`src/qfbe_params.svh`:
```
// Constants of the queue flag bus expansion block
`ifndef QFBE_PARAMS_SVH
`define QFBE_PARAMS_SVH
`define QFBE_NQ 4
`define QFBE_Q_W 2
`define QFBE_DEV_W 3
`define QFBE_LVL_W 16
`define QFBE_DEPTH 16'h0400
`define QFBE_OFF_CTRL 8'h00
`define QFBE_OFF_AE 8'h04
`define QFBE_OFF_AF 8'h08
`define QFBE_OFF_STAT 8'h0C
`define QFBE_OFF_ISTAT 8'h10
`define QFBE_OFF_IMASK 8'h14
`define QFBE_RST_DEVID 3'h0
`define QFBE_RST_AE 16'h0008
`define QFBE_RST_AF 16'h0008
`define QFBE_RST_MASK 8'h00
`define QFBE_FIRST_WORD_FALL_THROUGH_CYC 2'h2
`define QFBE_EV_AF_POS 4
`define QFBE_ST_OWN_POS 8
`endif

```
`src/qfbe_pkg.sv`:
```
// Types shared by the queue flag bus expansion block
`include "qfbe_params.svh"
package qfbe_pkg;
  typedef logic [`QFBE_NQ-1:0] qfbe_qvec_t;
  typedef struct packed {
    logic stb;
    logic [`QFBE_DEV_W-1:0] dev;
    logic [`QFBE_Q_W-1:0] queue;
  } qfbe_sel_t;
endpackage : qfbe_pkg

```
`src/qfbe_qflag.sv`:
```
// Fill level and first flag stage of one queue
`timescale 1ns/1ps
module qfbe_qflag #(
  parameter int LW = 16,
  parameter logic [LW-1:0] DEPTH = 16'h0400
) (
  input wire logic clk,
  input wire logic rst,
  input wire logic wr,
  input wire logic rd,
  input wire logic [LW-1:0] ae_off,
  input wire logic [LW-1:0] af_off,
  output logic [LW-1:0] level,
  output logic empty,
  output logic ae_n,
  output logic af_n
);
  logic [LW-1:0] level_ff;
  logic [LW-1:0] nxt_level;
  logic ae_n_ff;
  logic af_n_ff;
  logic do_wr;
  logic do_rd;

  // Overflow and underflow are refused so the count never wraps
  assign do_wr = wr && (level_ff != DEPTH);
  assign do_rd = rd && (level_ff != {LW{1'b0}});
  assign nxt_level = (do_wr && !do_rd) ? level_ff + 1'b1 :
                     (do_rd && !do_wr) ? level_ff - 1'b1 : level_ff;

  always_ff @(posedge clk) begin
    if (rst) begin
      level_ff <= {LW{1'b0}};
      ae_n_ff <= 1'b0;
      af_n_ff <= 1'b1;
    end else begin
      level_ff <= nxt_level;
      ae_n_ff <= (level_ff > ae_off);
      af_n_ff <= (level_ff < DEPTH - af_off);
    end
  end

  assign level = level_ff;
  assign empty = (level_ff == {LW{1'b0}});
  assign ae_n = ae_n_ff;
  assign af_n = af_n_ff;
endmodule : qfbe_qflag

```
`src/qfbe_top.sv`:
```
// Flag and status bus logic of one paralleled queue device
`timescale 1ns/1ps
`include "qfbe_params.svh"
module qfbe_top #(
  parameter int DW = 36,
  parameter int LW = `QFBE_LVL_W,
  parameter logic [`QFBE_LVL_W-1:0] DEPTH = `QFBE_DEPTH
) (
  input wire logic REF_CLK,
  input wire logic RESET,
  input wire logic PSEL,
  input wire logic PENABLE,
  input wire logic PWRITE,
  input wire logic [7:0] PADDR,
  input wire logic [31:0] PWDATA,
  output logic [31:0] PRDATA,
  output logic PREADY,
  output logic PSLVERR,
  output logic IRQ,
  input wire qfbe_pkg::qfbe_sel_t RD_SEL,
  input wire qfbe_pkg::qfbe_sel_t WR_SEL,
  input wire qfbe_pkg::qfbe_sel_t AEB_SEL,
  input wire qfbe_pkg::qfbe_sel_t AFB_SEL,
  input wire logic WR_EN_N,
  input wire logic REN_N,
  input wire logic OE_N,
  input wire logic [DW-1:0] MEM_RDATA,
  input wire logic EMPTY_BUS_CHAIN_IN,
  input wire logic FULL_BUS_CHAIN_IN,
  output logic [`QFBE_Q_W-1:0] MEM_RQ,
  output logic [DW-1:0] Q_OUT,
  output logic Q_OUT_OE_N,
  output logic ALMOST_EMPTY_FLAG,
  output logic ALMOST_EMPTY_FLAG_OE_N,
  output qfbe_pkg::qfbe_qvec_t ALMOST_EMPTY_STATUS_BUS,
  output logic ALMOST_EMPTY_STATUS_BUS_OE_N,
  output logic ALMOST_FULL_FLAG,
  output logic ALMOST_FULL_FLAG_OE_N,
  output qfbe_pkg::qfbe_qvec_t ALMOST_FULL_STATUS_BUS,
  output logic ALMOST_FULL_STATUS_BUS_OE_N,
  output logic EMPTY_BUS_CHAIN_OUT,
  output logic FULL_BUS_CHAIN_OUT
);
  import qfbe_pkg::*;

  //////////////////////////////////////////////////////////////////////////////
  // Declarations

  logic [`QFBE_DEV_W-1:0] dev_id_ff;
  logic [LW-1:0] ae_off_ff;
  logic [LW-1:0] af_off_ff;
  logic [7:0] int_stat_ff;
  logic [7:0] int_mask_ff;
  logic [31:0] prdata_ff;
  logic pready_ff;
  logic pslverr_ff;
  logic irq_ff;
  logic boot_ff;
  logic own_rd_ff;
  logic own_wr_ff;
  logic [`QFBE_Q_W-1:0] rq_ff;
  logic [`QFBE_Q_W-1:0] wq_ff;
  logic [1:0] first_word_fall_through_cnt_ff;
  logic [DW-1:0] q_out_ff;
  logic q_oe_n_ff;
  logic ae_flag_ff;
  logic ae_flag_oe_n_ff;
  qfbe_qvec_t ae_bus_ff;
  logic aeb_oe_n_ff;
  logic af_flag_ff;
  logic af_flag_oe_n_ff;
  qfbe_qvec_t af_bus_ff;
  logic afb_oe_n_ff;

  logic [LW-1:0] lvl [`QFBE_NQ];
  qfbe_qvec_t empty_v;
  qfbe_qvec_t ae_s1;
  qfbe_qvec_t af_s1;
  qfbe_qvec_t wr_v;
  qfbe_qvec_t rd_v;
  logic wr_evt;
  logic rd_evt;
  logic first_word_fall_through_due;
  logic nxt_own_rd;
  logic nxt_own_wr;
  logic nxt_aeb_oe_n;
  logic nxt_afb_oe_n;
  logic [1:0] nxt_first_word_fall_through_cnt;
  logic apb_setup;
  logic apb_wr;
  logic apb_mapped;
  logic [31:0] apb_rdata;
  logic [31:0] stat_word;
  logic [7:0] evts;
  logic [7:0] w1c;
  logic [7:0] nxt_int_stat;

  //////////////////////////////////////////////////////////////////////////////
  // Decode helpers

  function automatic logic hit(input logic [7:0] addr, input logic [7:0] off);
    hit = (addr == off);
  endfunction : hit

  function automatic logic sel_me(input qfbe_sel_t s, input logic [`QFBE_DEV_W-1:0] id);
    sel_me = (s.dev == id);
  endfunction : sel_me

  //////////////////////////////////////////////////////////////////////////////
  // Queues

  genvar gi;
  generate
    for (gi = 0; gi < `QFBE_NQ; gi++) begin : g_q
      assign wr_v[gi] = wr_evt && (wq_ff == `QFBE_Q_W'(gi));
      assign rd_v[gi] = rd_evt && (rq_ff == `QFBE_Q_W'(gi));
      qfbe_qflag #(
        .LW(LW),
        .DEPTH(DEPTH)
      ) u_qflag (
        .clk(REF_CLK),
        .rst(RESET),
        .wr(wr_v[gi]),
        .rd(rd_v[gi]),
        .ae_off(ae_off_ff),
        .af_off(af_off_ff),
        .level(lvl[gi]),
        .empty(empty_v[gi]),
        .ae_n(ae_s1[gi]),
        .af_n(af_s1[gi])
      );
    end
  endgenerate

  //////////////////////////////////////////////////////////////////////////////
  // Read side: queue select, fall-through and read events

  // One forced read two clocks after a queue switch, REN_N not consulted
  assign first_word_fall_through_due = (first_word_fall_through_cnt_ff == 2'h1);
  assign rd_evt = own_rd_ff && !empty_v[rq_ff] && (!REN_N || first_word_fall_through_due);
  assign nxt_own_rd = RD_SEL.stb ? sel_me(RD_SEL, dev_id_ff) : own_rd_ff;
  assign nxt_first_word_fall_through_cnt = (RD_SEL.stb && sel_me(RD_SEL, dev_id_ff)) ? `QFBE_FIRST_WORD_FALL_THROUGH_CYC :
                        (RD_SEL.stb || first_word_fall_through_cnt_ff == 2'h0) ? 2'h0 :
                        first_word_fall_through_cnt_ff - 2'h1;
  // Master takes bus ownership from its tied-low chain input once after reset
  assign nxt_aeb_oe_n = AEB_SEL.stb ? !sel_me(AEB_SEL, dev_id_ff) :
                        boot_ff ? EMPTY_BUS_CHAIN_IN : aeb_oe_n_ff;

  // Read side selection registers kept apart from the write side
  always_ff @(posedge REF_CLK) begin
    if (RESET) begin
      own_rd_ff <= 1'b0;
      rq_ff <= 2'h0;
      first_word_fall_through_cnt_ff <= 2'h0;
      aeb_oe_n_ff <= 1'b1;
    end else begin
      own_rd_ff <= nxt_own_rd;
      rq_ff <= RD_SEL.stb ? RD_SEL.queue : rq_ff;
      first_word_fall_through_cnt_ff <= nxt_first_word_fall_through_cnt;
      aeb_oe_n_ff <= nxt_aeb_oe_n;
    end
  end

  always_ff @(posedge REF_CLK) begin
    if (RESET) begin
      ae_flag_ff <= 1'b0;
      ae_flag_oe_n_ff <= 1'b1;
      ae_bus_ff <= 4'h0;
      q_out_ff <= {DW{1'b0}};
      q_oe_n_ff <= 1'b1;
    end else begin
      ae_flag_ff <= ae_s1[nxt_own_rd ? (RD_SEL.stb ? RD_SEL.queue : rq_ff) : rq_ff];
      ae_flag_oe_n_ff <= !nxt_own_rd;
      ae_bus_ff <= ae_s1;
      q_out_ff <= rd_evt ? MEM_RDATA : q_out_ff;
      q_oe_n_ff <= OE_N || !own_rd_ff;
    end
  end

  //////////////////////////////////////////////////////////////////////////////
  // Write side: queue select, bus select and write events

  assign wr_evt = own_wr_ff && !WR_EN_N;
  assign nxt_own_wr = WR_SEL.stb ? sel_me(WR_SEL, dev_id_ff) : own_wr_ff;
  // Bus owner select is a separate strobe from the write queue select
  assign nxt_afb_oe_n = AFB_SEL.stb ? !sel_me(AFB_SEL, dev_id_ff) :
                        boot_ff ? FULL_BUS_CHAIN_IN : afb_oe_n_ff;

  always_ff @(posedge REF_CLK) begin
    if (RESET) begin
      own_wr_ff <= 1'b0;
      wq_ff <= 2'h0;
      afb_oe_n_ff <= 1'b1;
      af_flag_ff <= 1'b1;
      af_flag_oe_n_ff <= 1'b1;
      af_bus_ff <= 4'hF;
    end else begin
      own_wr_ff <= nxt_own_wr;
      wq_ff <= WR_SEL.stb ? WR_SEL.queue : wq_ff;
      afb_oe_n_ff <= nxt_afb_oe_n;
      af_flag_ff <= af_s1[WR_SEL.stb ? WR_SEL.queue : wq_ff];
      af_flag_oe_n_ff <= !nxt_own_wr;
      af_bus_ff <= af_s1;
    end
  end

  //////////////////////////////////////////////////////////////////////////////
  // APB slave and interrupt

  assign apb_setup = PSEL && !PENABLE;
  assign apb_wr = PSEL && PENABLE && PWRITE && pready_ff;
  assign apb_mapped = hit(PADDR, `QFBE_OFF_CTRL) || hit(PADDR, `QFBE_OFF_AE) ||
                      hit(PADDR, `QFBE_OFF_AF) || hit(PADDR, `QFBE_OFF_STAT) ||
                      hit(PADDR, `QFBE_OFF_ISTAT) || hit(PADDR, `QFBE_OFF_IMASK);
  assign stat_word = {20'h0_0000, !afb_oe_n_ff, !aeb_oe_n_ff, own_wr_ff, own_rd_ff,
                      af_s1, ae_s1};
  assign apb_rdata = hit(PADDR, `QFBE_OFF_CTRL) ? {29'h0000_0000, dev_id_ff} :
                     hit(PADDR, `QFBE_OFF_AE) ? {16'h0000, ae_off_ff} :
                     hit(PADDR, `QFBE_OFF_AF) ? {16'h0000, af_off_ff} :
                     hit(PADDR, `QFBE_OFF_STAT) ? stat_word :
                     hit(PADDR, `QFBE_OFF_ISTAT) ? {24'h00_0000, int_stat_ff} :
                     hit(PADDR, `QFBE_OFF_IMASK) ? {24'h00_0000, int_mask_ff} :
                     32'h0000_0000;
  // Events: a queue entering almost empty or almost full at the first stage
  assign evts = {af_bus_ff & ~af_s1, ae_bus_ff & ~ae_s1};
  assign w1c = (apb_wr && hit(PADDR, `QFBE_OFF_ISTAT)) ? PWDATA[7:0] : 8'h00;
  // A new event wins over a clear in the same cycle
  assign nxt_int_stat = (int_stat_ff & ~w1c) | evts;

  always_ff @(posedge REF_CLK) begin
    if (RESET) begin
      dev_id_ff <= `QFBE_RST_DEVID;
      ae_off_ff <= `QFBE_RST_AE;
      af_off_ff <= `QFBE_RST_AF;
      int_mask_ff <= `QFBE_RST_MASK;
    end else if (apb_wr) begin
      if (hit(PADDR, `QFBE_OFF_CTRL)) begin
        dev_id_ff <= PWDATA[`QFBE_DEV_W-1:0];
      end else if (hit(PADDR, `QFBE_OFF_AE)) begin
        ae_off_ff <= PWDATA[LW-1:0];
      end else if (hit(PADDR, `QFBE_OFF_AF)) begin
        af_off_ff <= PWDATA[LW-1:0];
      end else if (hit(PADDR, `QFBE_OFF_IMASK)) begin
        int_mask_ff <= PWDATA[7:0];
      end
    end
  end

  always_ff @(posedge REF_CLK) begin
    if (RESET) begin
      int_stat_ff <= 8'h00;
      irq_ff <= 1'b0;
      pready_ff <= 1'b0;
      pslverr_ff <= 1'b0;
      prdata_ff <= 32'h0000_0000;
      boot_ff <= 1'b1;
    end else begin
      int_stat_ff <= nxt_int_stat;
      irq_ff <= |(nxt_int_stat & int_mask_ff);
      pready_ff <= apb_setup;
      pslverr_ff <= apb_setup && !apb_mapped;
      prdata_ff <= (apb_setup && !PWRITE) ? apb_rdata : prdata_ff;
      boot_ff <= 1'b0;
    end
  end

  //////////////////////////////////////////////////////////////////////////////
  // Outputs

  assign PRDATA = prdata_ff;
  assign PREADY = pready_ff;
  assign PSLVERR = pslverr_ff;
  assign IRQ = irq_ff;
  assign MEM_RQ = rq_ff;
  assign Q_OUT = q_out_ff;
  assign Q_OUT_OE_N = q_oe_n_ff;
  assign ALMOST_EMPTY_FLAG = ae_flag_ff;
  assign ALMOST_EMPTY_FLAG_OE_N = ae_flag_oe_n_ff;
  assign ALMOST_EMPTY_STATUS_BUS = ae_bus_ff;
  assign ALMOST_EMPTY_STATUS_BUS_OE_N = aeb_oe_n_ff;
  assign ALMOST_FULL_FLAG = af_flag_ff;
  assign ALMOST_FULL_FLAG_OE_N = af_flag_oe_n_ff;
  assign ALMOST_FULL_STATUS_BUS = af_bus_ff;
  assign ALMOST_FULL_STATUS_BUS_OE_N = afb_oe_n_ff;
  // Chain outputs are not used in direct mode; held low
  assign EMPTY_BUS_CHAIN_OUT = boot_ff & 1'b0;
  assign FULL_BUS_CHAIN_OUT = boot_ff & 1'b0;

  //////////////////////////////////////////////////////////////////////////////
  // Checks

  logic [LW-1:0] lvl_r;
  logic [LW-1:0] lvl_w;
  logic [LW-1:0] ae_edge;
  logic [LW-1:0] af_edge;
  qfbe_qvec_t ae_raw;

  assign lvl_r = lvl[rq_ff];
  assign lvl_w = lvl[wq_ff];
  assign ae_edge = ae_off_ff + 1'b1;
  assign af_edge = DEPTH - af_off_ff;
  generate
    for (gi = 0; gi < `QFBE_NQ; gi++) begin : g_raw
      assign ae_raw[gi] = (lvl[gi] > ae_off_ff);
    end
  endgenerate
endmodule : qfbe_top

```
`config.mk`:
```
export PLATFORM = sky130hd
export DESIGN_NAME = qfbe_top
export DESIGN_NICKNAME = d
export VERILOG_FILES = /design/src/qfbe_pkg.sv /design/src/qfbe_qflag.sv /design/src/qfbe_top.sv
export VERILOG_INCLUDE_DIRS = /design/src
export SDC_FILE = /design/constraint.sdc
export NUM_CORES = 1
export LEC_CHECK = 0
export ABC_CLOCK_PERIOD_IN_PS = 8700
export BUFFER_PORTS_ARGS = -buffer_cell sky130_fd_sc_hd__buf_2
export CAP_MARGIN = 30
export CORE_UTILIZATION = 50
export CTS_CLUSTER_DIAMETER = 50
export CTS_CLUSTER_SIZE = 16
export DETAILED_ROUTE_END_ITERATION = 12
export PLACE_DENSITY = 0.71
export SKIP_LAST_GASP = 1
export SLEW_MARGIN = 20
export SYNTH_ARGS = -nofsm -noshare
export SYNTH_HDL_FRONTEND = slang
export SYNTH_SLANG_ARGS = --single-unit
```
`constraint.sdc`:
```
create_clock -name REF_CLK -period 8.7 [get_ports REF_CLK]
set_clock_uncertainty 0.1 [all_clocks]
set_input_delay 0.87 -clock REF_CLK [delete_from_list [all_inputs] [get_ports REF_CLK]]
set_output_delay 0.87 -clock REF_CLK [all_outputs]
set_load 0.01 [all_outputs]
```
==> results of run 1 <==
==> synthesized netlist by cell type (28+ instances only) <==
cell      instances  area share (%)
xnor2_1          39             2.5
nand4_1          30             1.3
nand2_1         123             3.3
mux2i_1          69             5.0
clkbuf_1         33            0.89
ha_1            187              17
inv_1            58             1.6
a21o_1           43             2.3
a21oi_1         132             4.7
nor4_1           28             1.3
nor3_1           41             1.5
o21ai_0          54             1.9
dfxtp_1         202              29
nor2b_1          42             1.9
nor2_1          174             4.7
nand3_1          37             1.3
==> layer usage <==
layer	share of wire, %	GRT usage (%)	routed length [um]
met1	44	34.3	17100
met2	45	43.2	17200
met3	7.1	4.12	2720
met4	4.0	10.7	1550
met5	0	0	0
==> worst min path at each step <==
stage / start / slack [ns] / end / cells past startpoint
2_1_floorplan: own_rd_ff$_SDFF_PP0_ / 0.28 / Q_OUT_OE_N$_SDFF_PP1_ / 1
3_3_place_gp: own_rd_ff$_SDFF_PP0_ / 0.31 / Q_OUT_OE_N$_SDFF_PP1_ / 1
3_5_place_dp: own_rd_ff$_SDFF_PP0_ / 0.32 / Q_OUT_OE_N$_SDFF_PP1_ / 1
4_1_cts: own_rd_ff$_SDFF_PP0_ / 0.34 / Q_OUT_OE_N$_SDFF_PP1_ / 1
5_1_grt: own_rd_ff$_SDFF_PP0_ / 0.36 / Q_OUT_OE_N$_SDFF_PP1_ / 1
6_report: own_rd_ff$_SDFF_PP0_ / 0.34 / Q_OUT_OE_N$_SDFF_PP1_ / 1
==> stage by stage <==
| step | cell area (um2) | util [%] | power, mW | cells | hold WS (ns) |
|---|---|---|---|---|---|
| final | 15700 | 57.8 | 2.17 | 2156 | 0.343 |
| after global routing | 15700 | 57.8 | 2.24 | 2154 | 0.363 |
| after CTS | 15600 | 57.7 | 2.18 | 2152 | 0.345 |
| after detailed placement | 14800 | 54.6 | 1.14 | 2107 | 0.321 |
| after global placement | 14800 | 54.6 | 1.14 | 2107 | 0.315 |
| after floorplan | 14000 | - | 1.09 | 1653 | 0.283 |
==> cell families (layout without fill, tap and decap cells) <==
family	after synthesis	after routing	synth area share (%)
DFF	202	202	29.1
and+or+nand+nor	573	573	20.7
muxes	73	73	5.45
adders and majority gates	191	191	17.4
buffers and inverters	144	273	5.23
AOI/OAI and AO/OA	389	389	18.1
xor gates and xnor gates	63	63	3.97
other	1	20	0.0270
==> flip-flops by register name (all words and copies together), names as in the netlist, 2 cells and up <==
signal and cells:
g_q.u_qflag.level 64, Q_OUT 36, PRDATA 16, ae_off_ff 16, af_off_ff 16, int_mask_ff 8, int_stat_ff 8, ALMOST_EMPTY_STATUS_BUS 4
ALMOST_FULL_STATUS_BUS 4, g_q.u_qflag.ae_n 4, g_q.u_qflag.af_n 4, dev_id_ff 3, MEM_RQ 2, first_word_fall_through_cnt_ff 2, wq_ff 2
==> cell type report <==
class,count,area (um2)
Clock buffer,29,662
Timing Repair Buffer,169,877
Clock inverter,16,173
Antenna cell,2,5.00
Inverter,59,221
Tap cell,372,465
Fill cell,2447,11400
Multi-Input combinational cell,1307,9210
Sequential cell,202,4040
==> power by group <==
part	leakage, nW	switching [mW]	internal (mW)
combinational	5.00	0.101	0.0727
clock	0.398	0.431	0.611
sequential	1.63	0.0129	0.937
==> results_dict.tcl, run 1 <==
set metrics [dict create \
    syn_area_um2 13900 \
    overflow 0 \
    r2r-start "first_word_fall_through_cnt_ff[0]$_SDFF_PP0_" \
    final_max_slew_viol_count 0 \
    cp.arrival_ns 4.75 \
    grt_max_degree 85 \
    clock-root-buffer "clkbuf_16" \
    async_reset_ff_share_pct 0 \
    critPathLaunchType "register" \
    end_kind "register" \
    timing.fmax_ghz 0.226 \
    clock-sinks 202 \
    top_level_ports 200 \
    worst_ir_drop_vdd_v 0.000133 \
    vias 12600 \
    ant_nets 0 \
    drcViolationCount 0 \
    regToRegSetupSlack_ns 4.27 \
    ys.flop_type "dfxtp_1" \
    insertion_delay_ns 0.55 \
    drive_above_1_share_pct 13.9 \
    die_area_um2 28500 \
    cts_inserted_buffers 26 \
    antenna_found_initial 4 \
    grt_util_all_layers_pct 26.3 \
    critical_path.endpoint "g_q[1].u_qflag.level[15]$_SDFFE_PP0P_" \
    yosys_warnings 0 \
    worst_slack_ns 4.27 \
    layout_commonest_cell "dfxtp_1" \
    synth-seq-cells 202 \
    relSlewSlack_pct 36.6 \
    path_clk_slew_ns 0.07 \
    initial_core_util_pct 51.3 \
    cp.required_ns 9.01 \
    dr.pass1.iters 6 \
    hold_path_class "reg -> reg" \
    synthCells 1636 \
    h-tree-depth 1 \
    cts_tree "done" \
    port_buffers 161 \
    worstPathCellList "ha_1 > o21ai_1 > or4b_2 > ha_1 > inv_1 > ha_1 > a21o_1 > a21o_1 > nor4_4 > nor3_1 > or3_1 > o211ai_1 > mux2_1" \
    clock_path_buffers 3 \
    post-cts-setup-buffer-count 0 \
    crit_path_frequent_cell "ha_1" \
    grt_pass1_vias 11700 \
    period_minus_slack_ns 4.43 \
    place_congestion 0.908 \
    worstMarginPinSlew_ns 0.952 \
    place_ws_ns 3.83 \
    cp-startpoint "first_word_fall_through_cnt_ff[0]$_SDFF_PP0_" \
    finalCritPeriodShare_pct 51.0 \
    cp_num_cells 13 \
    status "complete, no violations" \
    area_delta_synth_final_pct 12.6 \
    criticalPathCategory "reg -> reg" \
    slowest_delay_ns 0.70 \
    hold_viol_final 0 \
    finalSetupViolCount 0 \
    place_hpwl_um 28100 \
    layout.nets 2066 \
    worstRegToRegCells 13 \
    mostFrequentLayoutCells "dfxtp_1, ha_1, nor2_1, buf_2, a21oi_1" \
    wirelength_um 38500 \
    cts_resized 0 \
    fin_tns_setup_ns 0 \
    crit_fanout 14 \
    postCtsHoldBufs 0 \
    coreArea_um2 27100 \
    crit_family "simple AND/OR/NAND/NOR gates" \
    syn_area_per_cell_um2 8.50 \
    chipHeight_um 169 \
    path_buf_inv 1 \
    vias_per_cell 5.85 \
    grt_pass1_wl_um 60300 \
    rsz0062_at_grt "no" \
    synth_cell_types 84 \
    cp_slowest_cell "or4b_2" \
    wire_per_inst_um 17.9 \
    die_w_um 169 \
    synth_edf_count 0 \
    pwr_density_cell_nw_per_um2 138 \
    p_leak_nw 7.03 \
    seq_area_frac_synth_pct 29.1 \
    max_cap_viol_count 0 \
    drt-initial-drc-count 907 \
    r2r-end "g_q[1].u_qflag.level[15]$_SDFFE_PP0P_" \
    placementRows 60 \
]
Power figures use the tool's default switching activity.
==> run 2, diff against run 1 <==
--- a/config.mk
+++ b/config.mk
@@ -6,14 +6,15 @@
 export SDC_FILE = /design/constraint.sdc
 export NUM_CORES = 1
 export LEC_CHECK = 0
-export ABC_CLOCK_PERIOD_IN_PS = 8700
+export ABC_AREA = 1
+export ABC_CLOCK_PERIOD_IN_PS = 4000
 export BUFFER_PORTS_ARGS = -buffer_cell sky130_fd_sc_hd__buf_2
 export CAP_MARGIN = 30
 export CORE_UTILIZATION = 50
 export CTS_CLUSTER_DIAMETER = 50
 export CTS_CLUSTER_SIZE = 16
 export DETAILED_ROUTE_END_ITERATION = 12
-export PLACE_DENSITY = 0.71
+export PLACE_DENSITY = 0.74
 export SKIP_LAST_GASP = 1
 export SLEW_MARGIN = 20
 export SYNTH_ARGS = -nofsm -noshare
==> constraint.sdc (replaced) <==
create_clock -name REF_CLK -period 4 [get_ports REF_CLK]
set_clock_uncertainty 0.1 [all_clocks]
set_input_delay 0.4 -clock REF_CLK [delete_from_list [all_inputs] [get_ports REF_CLK]]
set_output_delay 0.4 -clock REF_CLK [all_outputs]
set_load 0.01 [all_outputs]
==> run 2 against run 1 <==
Compared with the run above: count of clock-buffer cells in the layout is 3 higher; register-to-register slack worse by 3.9 ns; first-iteration DRC count grew 22%; critical path type unchanged; critical endpoint unchanged; largest cell class unchanged; highest routed layer unchanged.
==> results_dict.tcl, run 2 <==
set metrics [dict create \
    status "complete, no violations" \
    slowest_delay_ns 0.44 \
    place_hpwl_um 32900 \
    largest_reg_flops 64 \
    cts_inserted_buffers 28 \
    place_ws_ns 0.451 \
    r2r-end "g_q[1].u_qflag.level[15]$_SDFFE_PP0P_" \
    clock-root-buffer "clkbuf_16" \
    hold_viol_final 0 \
    chipHeight_um 174 \
    rsz0062_at_grt "no" \
    die_w_um 174 \
    crit_fanout 14 \
    layout_commonest_cell "nand2_1" \
    clock_path_buffers 3 \
    grt_util_met2_pct 46.5 \
    top_level_ports 200 \
    synthTopCellsByCount "nand2_1, inv_1, a21oi_1" \
    final_max_slew_viol_count 0 \
    die_area_um2 30400 \
    worstRegToRegCells 18 \
    pwr_density_cell_nw_per_um2 297 \
    post_synth_xor_area_fraction_pct 2.95 \
    seq_area_frac_synth_pct 27.2 \
    crit_family "simple AND/OR/NAND/NOR gates" \
    initial_core_util_pct 51.2 \
    post-cts-setup-buffer-count 0 \
    cts_tree "done" \
    wire_per_inst_um 15.7 \
    synth_fa_ha_area_share_pct 16.3 \
    relSlewSlack_pct 41.7 \
    timing.fmax_ghz 0.276 \
    grt_util_all_layers_pct 27.9 \
    hp-start "PWDATA[3]" \
    ys_top_cells_by_area "dfxtp_1, ha_1, nand2_1" \
    instances_no_fill 2732 \
    fin_tns_setup_ns 0 \
    synth_top_family_by_area "simple AND/OR/NAND/NOR gates" \
    async_reset_ff_share_pct 0 \
    grt_pass1_wl_um 68700 \
    synthCells 2173 \
    synth-seq-cells 202 \
    dp.cells 2680 \
    yosysTopAreaCell "dfxtp_1" \
    criticalPathCategory "reg -> reg" \
    placementRows 62 \
    layout.nets 2628 \
    r2r-start "g_q[1].u_qflag.level[12]$_SDFFE_PP0P_" \
    place_congestion 0.933 \
    crit_path_frequent_cell "nand2_1" \
    clock-sinks 202 \
    regToRegSetupSlack_ns 0.37 \
    cp_slowest_cell "dfxtp_1" \
    h-tree-depth 1 \
    multi_input_area_um2 9290 \
    end_kind "register" \
    yosys_warnings 0 \
    holdPathEnd "ae_off_ff[3]$_SDFFE_PP1P_" \
    cp-startpoint "g_q[1].u_qflag.level[12]$_SDFFE_PP0P_" \
    synth_simple_gate_area_share_pct 25.8 \
    final-seq-area_um2 4040 \
    coreArea_um2 29000 \
    worst_slack_ns 0.372 \
    area_delta_synth_final_pct 13.7 \
    power.total_mw 5.02 \
    syn_area_per_cell_um2 6.84 \
    grt_max_degree 99 \
    diodes 0 \
    worstMarginPinSlew_ns 0.871 \
    path_buf_inv 2 \
    grt_pass1_vias 13800 \
    critPathLaunchType "register" \
    synth_compound_area_share_pct 17.0 \
    vias 14700 \
    synth_mux_area_share_pct 0 \
    dr.pass1.iters 5 \
    vias_per_cell 5.38 \
    ys.flop_type "dfxtp_1" \
    antenna_found_initial 0 \
    drt-initial-drc-count 1110 \
    cp.required_ns 4.29 \
    path_clk_slew_ns 0.06 \
    grt.met3_usage_pct 4.42 \
    drcViolationCount 0 \
    worst_ir_drop_vdd_v 0.000297 \
    hold_path_class "in -> reg" \
    synth.most_common_cell "nand2_1" \
    worstPathCellList "clkinv_1 > nand3_1 > nor2_1 > nand3_1 > nand3_1 > nor2_4 > nand2_1 > ha_1 > inv_1 > ha_1 > a21oi_1 > o21ai_0 > a21oi_1 > nand2_1 > nand2_1 > nand2_1 > nand2_1 > a21oi_1" \
    grt.busiest_layer "met2" \
    max_cap_viol_count 0 \
    drive_above_1_share_pct 12.7 \
    p_leak_nw 8.95 \
    period_minus_slack_ns 3.63 \
    syn_area_um2 14900 \
    insertion_delay_ns 0.54 \
    overflow 0 \
    wirelength_um 43000 \
    finalSetupViolCount 0 \
    synth_top_area_share_pct 27.2 \
    cp_num_cells 18 \
    finalCritPeriodShare_pct 90.7 \
    fillCellCount 2794 \
    met1_usage_pct 35.6 \
    ant_nets 0 \
    mostFrequentLayoutCells "nand2_1, inv_1, a21oi_1, nor2_1, dfxtp_1" \
    synth_cell_types 55 \
    cp.arrival_ns 3.92 \
    synth_edf_count 0 \
    port_buffers 161 \
    min_path_cells 3 \
]
## run 2: cell types whose count changed in the layout (fill, tap and decap cells not counted), moves of 19 or more
| cell | previous run | this run |
|---|---|---|
| inv_2 | 0 | 19 |
| nor2_1 | 173 | 221 |
| o21ai_0 | 54 | 118 |
| nor2b_1 | 42 | 0 |
| nor4_1 | 28 | 7 |
| mux2i_1 | 69 | 0 |
| nand3_1 | 37 | 122 |
| o21ai_1 | 1 | 24 |
| nand2_1 | 123 | 455 |
| nor3_1 | 40 | 10 |
| a21o_1 | 43 | 9 |
| xnor2_1 | 39 | 15 |
| inv_1 | 58 | 282 |
| a21oi_1 | 132 | 244 |
## run 2: worst max path at each step
stage	endpoint	slack, ns
2_1_floorplan	g_q[3].u_qflag.level[13]$_SDFFE_PP0P_	0.91
3_3_place_gp	g_q[2].u_qflag.level[12]$_SDFFE_PP0P_	0.52
3_5_place_dp	g_q[2].u_qflag.level[12]$_SDFFE_PP0P_	0.45
4_1_cts	g_q[2].u_qflag.level[13]$_SDFFE_PP0P_	0.43
5_1_grt	g_q[0].u_qflag.level[10]$_SDFFE_PP0P_	0.05
6_report	g_q[1].u_qflag.level[15]$_SDFFE_PP0P_	0.37
## run 2: cell families (layout without fill, tap and decap cells)
logic type | after synthesis | count (layout)
simple gates | 889 | 889
buf+inv | 384 | 542
fa+ha+maj | 191 | 191
compound gates | 456 | 456
xor+xnor | 50 | 50
flops | 202 | 202
other cells | 1 | 18
## run 2: power breakdown
group	internal (mW)	switching, mW	leakage (nW)
registers	2.04	0.0269	1.63
clock network	1.43	1.05	0.462
logic	0.173	0.298	6.86
total	3.64	1.38	8.95
## run 2: layer usage
| layer | share of wire (%) | wire length (um) |
|---|---|---|
| met5 | 0 | 0 |
| met2 | 46 | 19700 |
| met4 | 3.9 | 1670 |
| met3 | 6.7 | 2880 |
| met1 | 44 | 18700 |
## run 2: stage by stage
| step | hold slack, ns | cell area (um2) | utilization (%) |
|---|---|---|---|
| after floorplan | 0.306 | 14900 | - |
| after global placement | 0.336 | 15900 | 54.9 |
| after detailed placement | 0.356 | 15900 | 54.9 |
| after CTS | 0.0129 | 16900 | 58.2 |
| after global routing | 0.0348 | 16900 | 58.2 |
| final | 0.0284 | 16900 | 58.2 |
## run 2: worst reg2reg max path, stage by stage (launching register included)
cell and delay, ns:
dfxtp_1 0.44, clkinv_1 0.12, nand3_1 0.17, nor2_1 0.09, nand3_1 0.10, nand3_1 0.11
nor2_4 0.20, nand2_1 0.09, ha_1 0.26, inv_1 0.41, ha_1 0.38, a21oi_1 0.26
o21ai_0 0.16, a21oi_1 0.22, nand2_1 0.08, nand2_1 0.06, nand2_1 0.06, nand2_1 0.07
a21oi_1 0.08
## run 2: cell type report
class / instances / share of cell area (%)
Multi-Input combinational cell: 1604 / 55.0
Sequential cell: 202 / 23.9
Inverter: 314 / 6.99
Timing Repair Buffer: 177 / 5.58
Clock buffer: 32 / 4.54
Tap cell: 384 / 2.84
Clock inverter: 19 / 1.13
## run 2: what timing repair did
item | CTS | global route
hold endpoints to repair | 1 | 0
hold buffers | 1 | 0
resized for setup | 0 | 0
setup endpoints to repair | 0 | 0
==> run 3, diff against run 2 <==
--- a/config.mk
+++ b/config.mk
@@ -6,10 +6,10 @@
 export SDC_FILE = /design/constraint.sdc
 export NUM_CORES = 1
 export LEC_CHECK = 0
-export ABC_AREA = 1
 export ABC_CLOCK_PERIOD_IN_PS = 4000
 export BUFFER_PORTS_ARGS = -buffer_cell sky130_fd_sc_hd__buf_2
 export CAP_MARGIN = 30
+export CORE_ASPECT_RATIO = 0.9
 export CORE_UTILIZATION = 50
 export CTS_CLUSTER_DIAMETER = 50
 export CTS_CLUSTER_SIZE = 16
==> run 3 against run 2 <==
Compared with the run above: via count fell by 8.8%; global-route usage up 0.88 points; final area shrank 1.5%; critical path depth is 5 lower; combinational power down 7.4%; sequential power is essentially flat; setup slack got worse by 0.22 ns; die area down 6.4%.
==> results_dict.tcl, run 3 (synthesis results as in run 1) <==
set metrics [dict create \
    status "complete, no violations" \
    grt_pass1_wl_um 65200 \
    timing.fmax_ghz 0.260 \
    dp.cells 2169 \
    wirelength_um 42200 \
    finalCritPeriodShare_pct 96.3 \
    criticalPathCategory "reg -> reg" \
    clock-sinks 202 \
    crit_fanout 6 \
    power.total_mw 4.86 \
    instances_no_fill 2250 \
    die_area_um2 28500 \
    chipHeight_um 160 \
    relSlewSlack_pct 38.6 \
    vias_per_cell 5.95 \
    ant_nets 0 \
    largest_reg_flops 64 \
    wire_per_inst_um 18.7 \
    drive_above_1_share_pct 18.1 \
    place_hpwl_um 30600 \
    area_delta_synth_final_pct 19.7 \
    hold_path_class "in -> reg" \
    mostFrequentLayoutCells "dfxtp_1, ha_1, nor2_1, buf_2, a21oi_1" \
    finalSetupViolCount 0 \
    cts_inserted_buffers 26 \
    antenna_found_initial 0 \
    p_leak_nw 7.63 \
    critPathLaunchType "register" \
    crit_path_frequent_cell "ha_1" \
    insertion_delay_ns 0.55 \
    worstPathCellList "ha_1 > o21ai_1 > or4b_2 > ha_1 > clkinvlp_4 > clkbuf_4 > ha_1 > a21oi_1 > o21ai_0 > o41a_1 > or3_1 > o211ai_1 > mux2_1" \
    worstMarginPinSlew_ns 0.920 \
    max_cap_viol_count 0 \
    layout_commonest_cell "dfxtp_1" \
    coreArea_um2 27200 \
    drcViolationCount 0 \
    cts_tree "done" \
    grt_util_all_layers_pct 28.8 \
    h-tree-depth 1 \
    pwr_density_cell_nw_per_um2 292 \
    die_w_um 178 \
    placementRows 57 \
    cp_slowest_cell "or4b_2" \
    path_clk_slew_ns 0.07 \
    clock-root-buffer "clkbuf_16" \
    grt_max_degree 92 \
    port_buffers 161 \
    clock_path_buffers 3 \
    drt-initial-drc-count 1105 \
    top_level_ports 200 \
    end_kind "register" \
    dr.pass1.iters 7 \
    initial_core_util_pct 51.2 \
    worst_ir_drop_vdd_v 0.000269 \
    fin_tns_setup_ns 0 \
    fin_hold_ws_ns 0.00393 \
    period_minus_slack_ns 3.85 \
    final_max_slew_viol_count 0 \
    vias 13400 \
    overflow 0 \
    diodes 0 \
    grt_pass1_vias 12600 \
    fillCellCount 2267 \
    slowest_delay_ns 0.69 \
    hold_viol_final 0 \
    layout.nets 2178 \
    cp.arrival_ns 4.17 \
    cp.required_ns 4.32 \
    place_congestion 0.963 \
    post-route-util_pct 61.3 \
]
## run 3: cell count changes in the layout (fill, tap and decap cells not counted), moves of 34 or more
cell	previous run	this run
nor2b_1	0	42
o21ai_0	118	52
mux2i_1	0	69
nand3_1	122	36
a21oi_1	244	132
buf_4	15	87
inv_1	282	55
nor2_1	221	173
a21o_1	9	43
nand2_1	455	123
## run 3: layout make-up
class	count	area, um2	share of cell area (%)
inverters	59	225	1.35
clock buffers	30	686	4.12
clock inverters	17	188	1.13
well taps	354	443	2.66
repair buffers	281	1810	10.9
flip-flops and latches	202	4040	24.3
multi-input cells	1307	9260	55.6
## run 3: power breakdown
group / switching [mW] / internal [mW] / total [mW]
logic: 0.247 / 0.189 / 0.436
registers: 0.0232 / 2.04 / 2.06
clock network: 0.978 / 1.38 / 2.36
## run 3: final timing paths
kind / from / endpoint / slack (ns) / cells past startpoint
max: first_word_fall_through_cnt_ff[0]$_SDFF_PP0_ / g_q[1].u_qflag.level[15]$_SDFFE_PP0P_ / 0.15 / 13
min: MEM_RDATA[30] / Q_OUT[30]$_SDFFE_PP0N_ / 0.004 / 3
max reg2reg: first_word_fall_through_cnt_ff[0]$_SDFF_PP0_ / g_q[1].u_qflag.level[15]$_SDFFE_PP0P_ / 0.15 / 13
min reg2reg: first_word_fall_through_cnt_ff[0]$_SDFF_PP0_ / first_word_fall_through_cnt_ff[0]$_SDFF_PP0_ / 0.37 / 1
## run 3: critical path, delay by kind of cell, from the launching register on
family / cells / cell delay (ns)
simple gates: 2 / 1.00
fa+ha+maj: 3 / 0.74
flops: 1 / 0.36
compound gates: 5 / 0.88
mux: 1 / 0.33
buf+inv: 2 / 0.31
## run 3: routing by layer
layer | vias up | GRT usage (%) | part of all wire [%]
met1 | 6215 | 37.1 | 43
met5 | - | 0 | 0
met2 | 641 | 47.5 | 45
met4 | 0 | 11.7 | 4.1
met3 | 110 | 4.79 | 8.1
li1 | 6428 | - | -
## run 3: what timing repair did
action                                  CTS  global route
gates resized for setup                   0            16
setup buffers                             0             3
hold endpoints to repair                 30             0
hold buffers                             30             0
endpoints found under the setup margin    0            18
## run 3: stage by stage
step | instance area, um2 | worst slack, ns
after global placement | 15400 | 0.0447
after CTS | 16500 | 0.0394
final | 16700 | 0.148
after floorplan | 14000 | 0.214
after global routing | 16700 | -0.0131
after detailed placement | 15400 | -0.0223
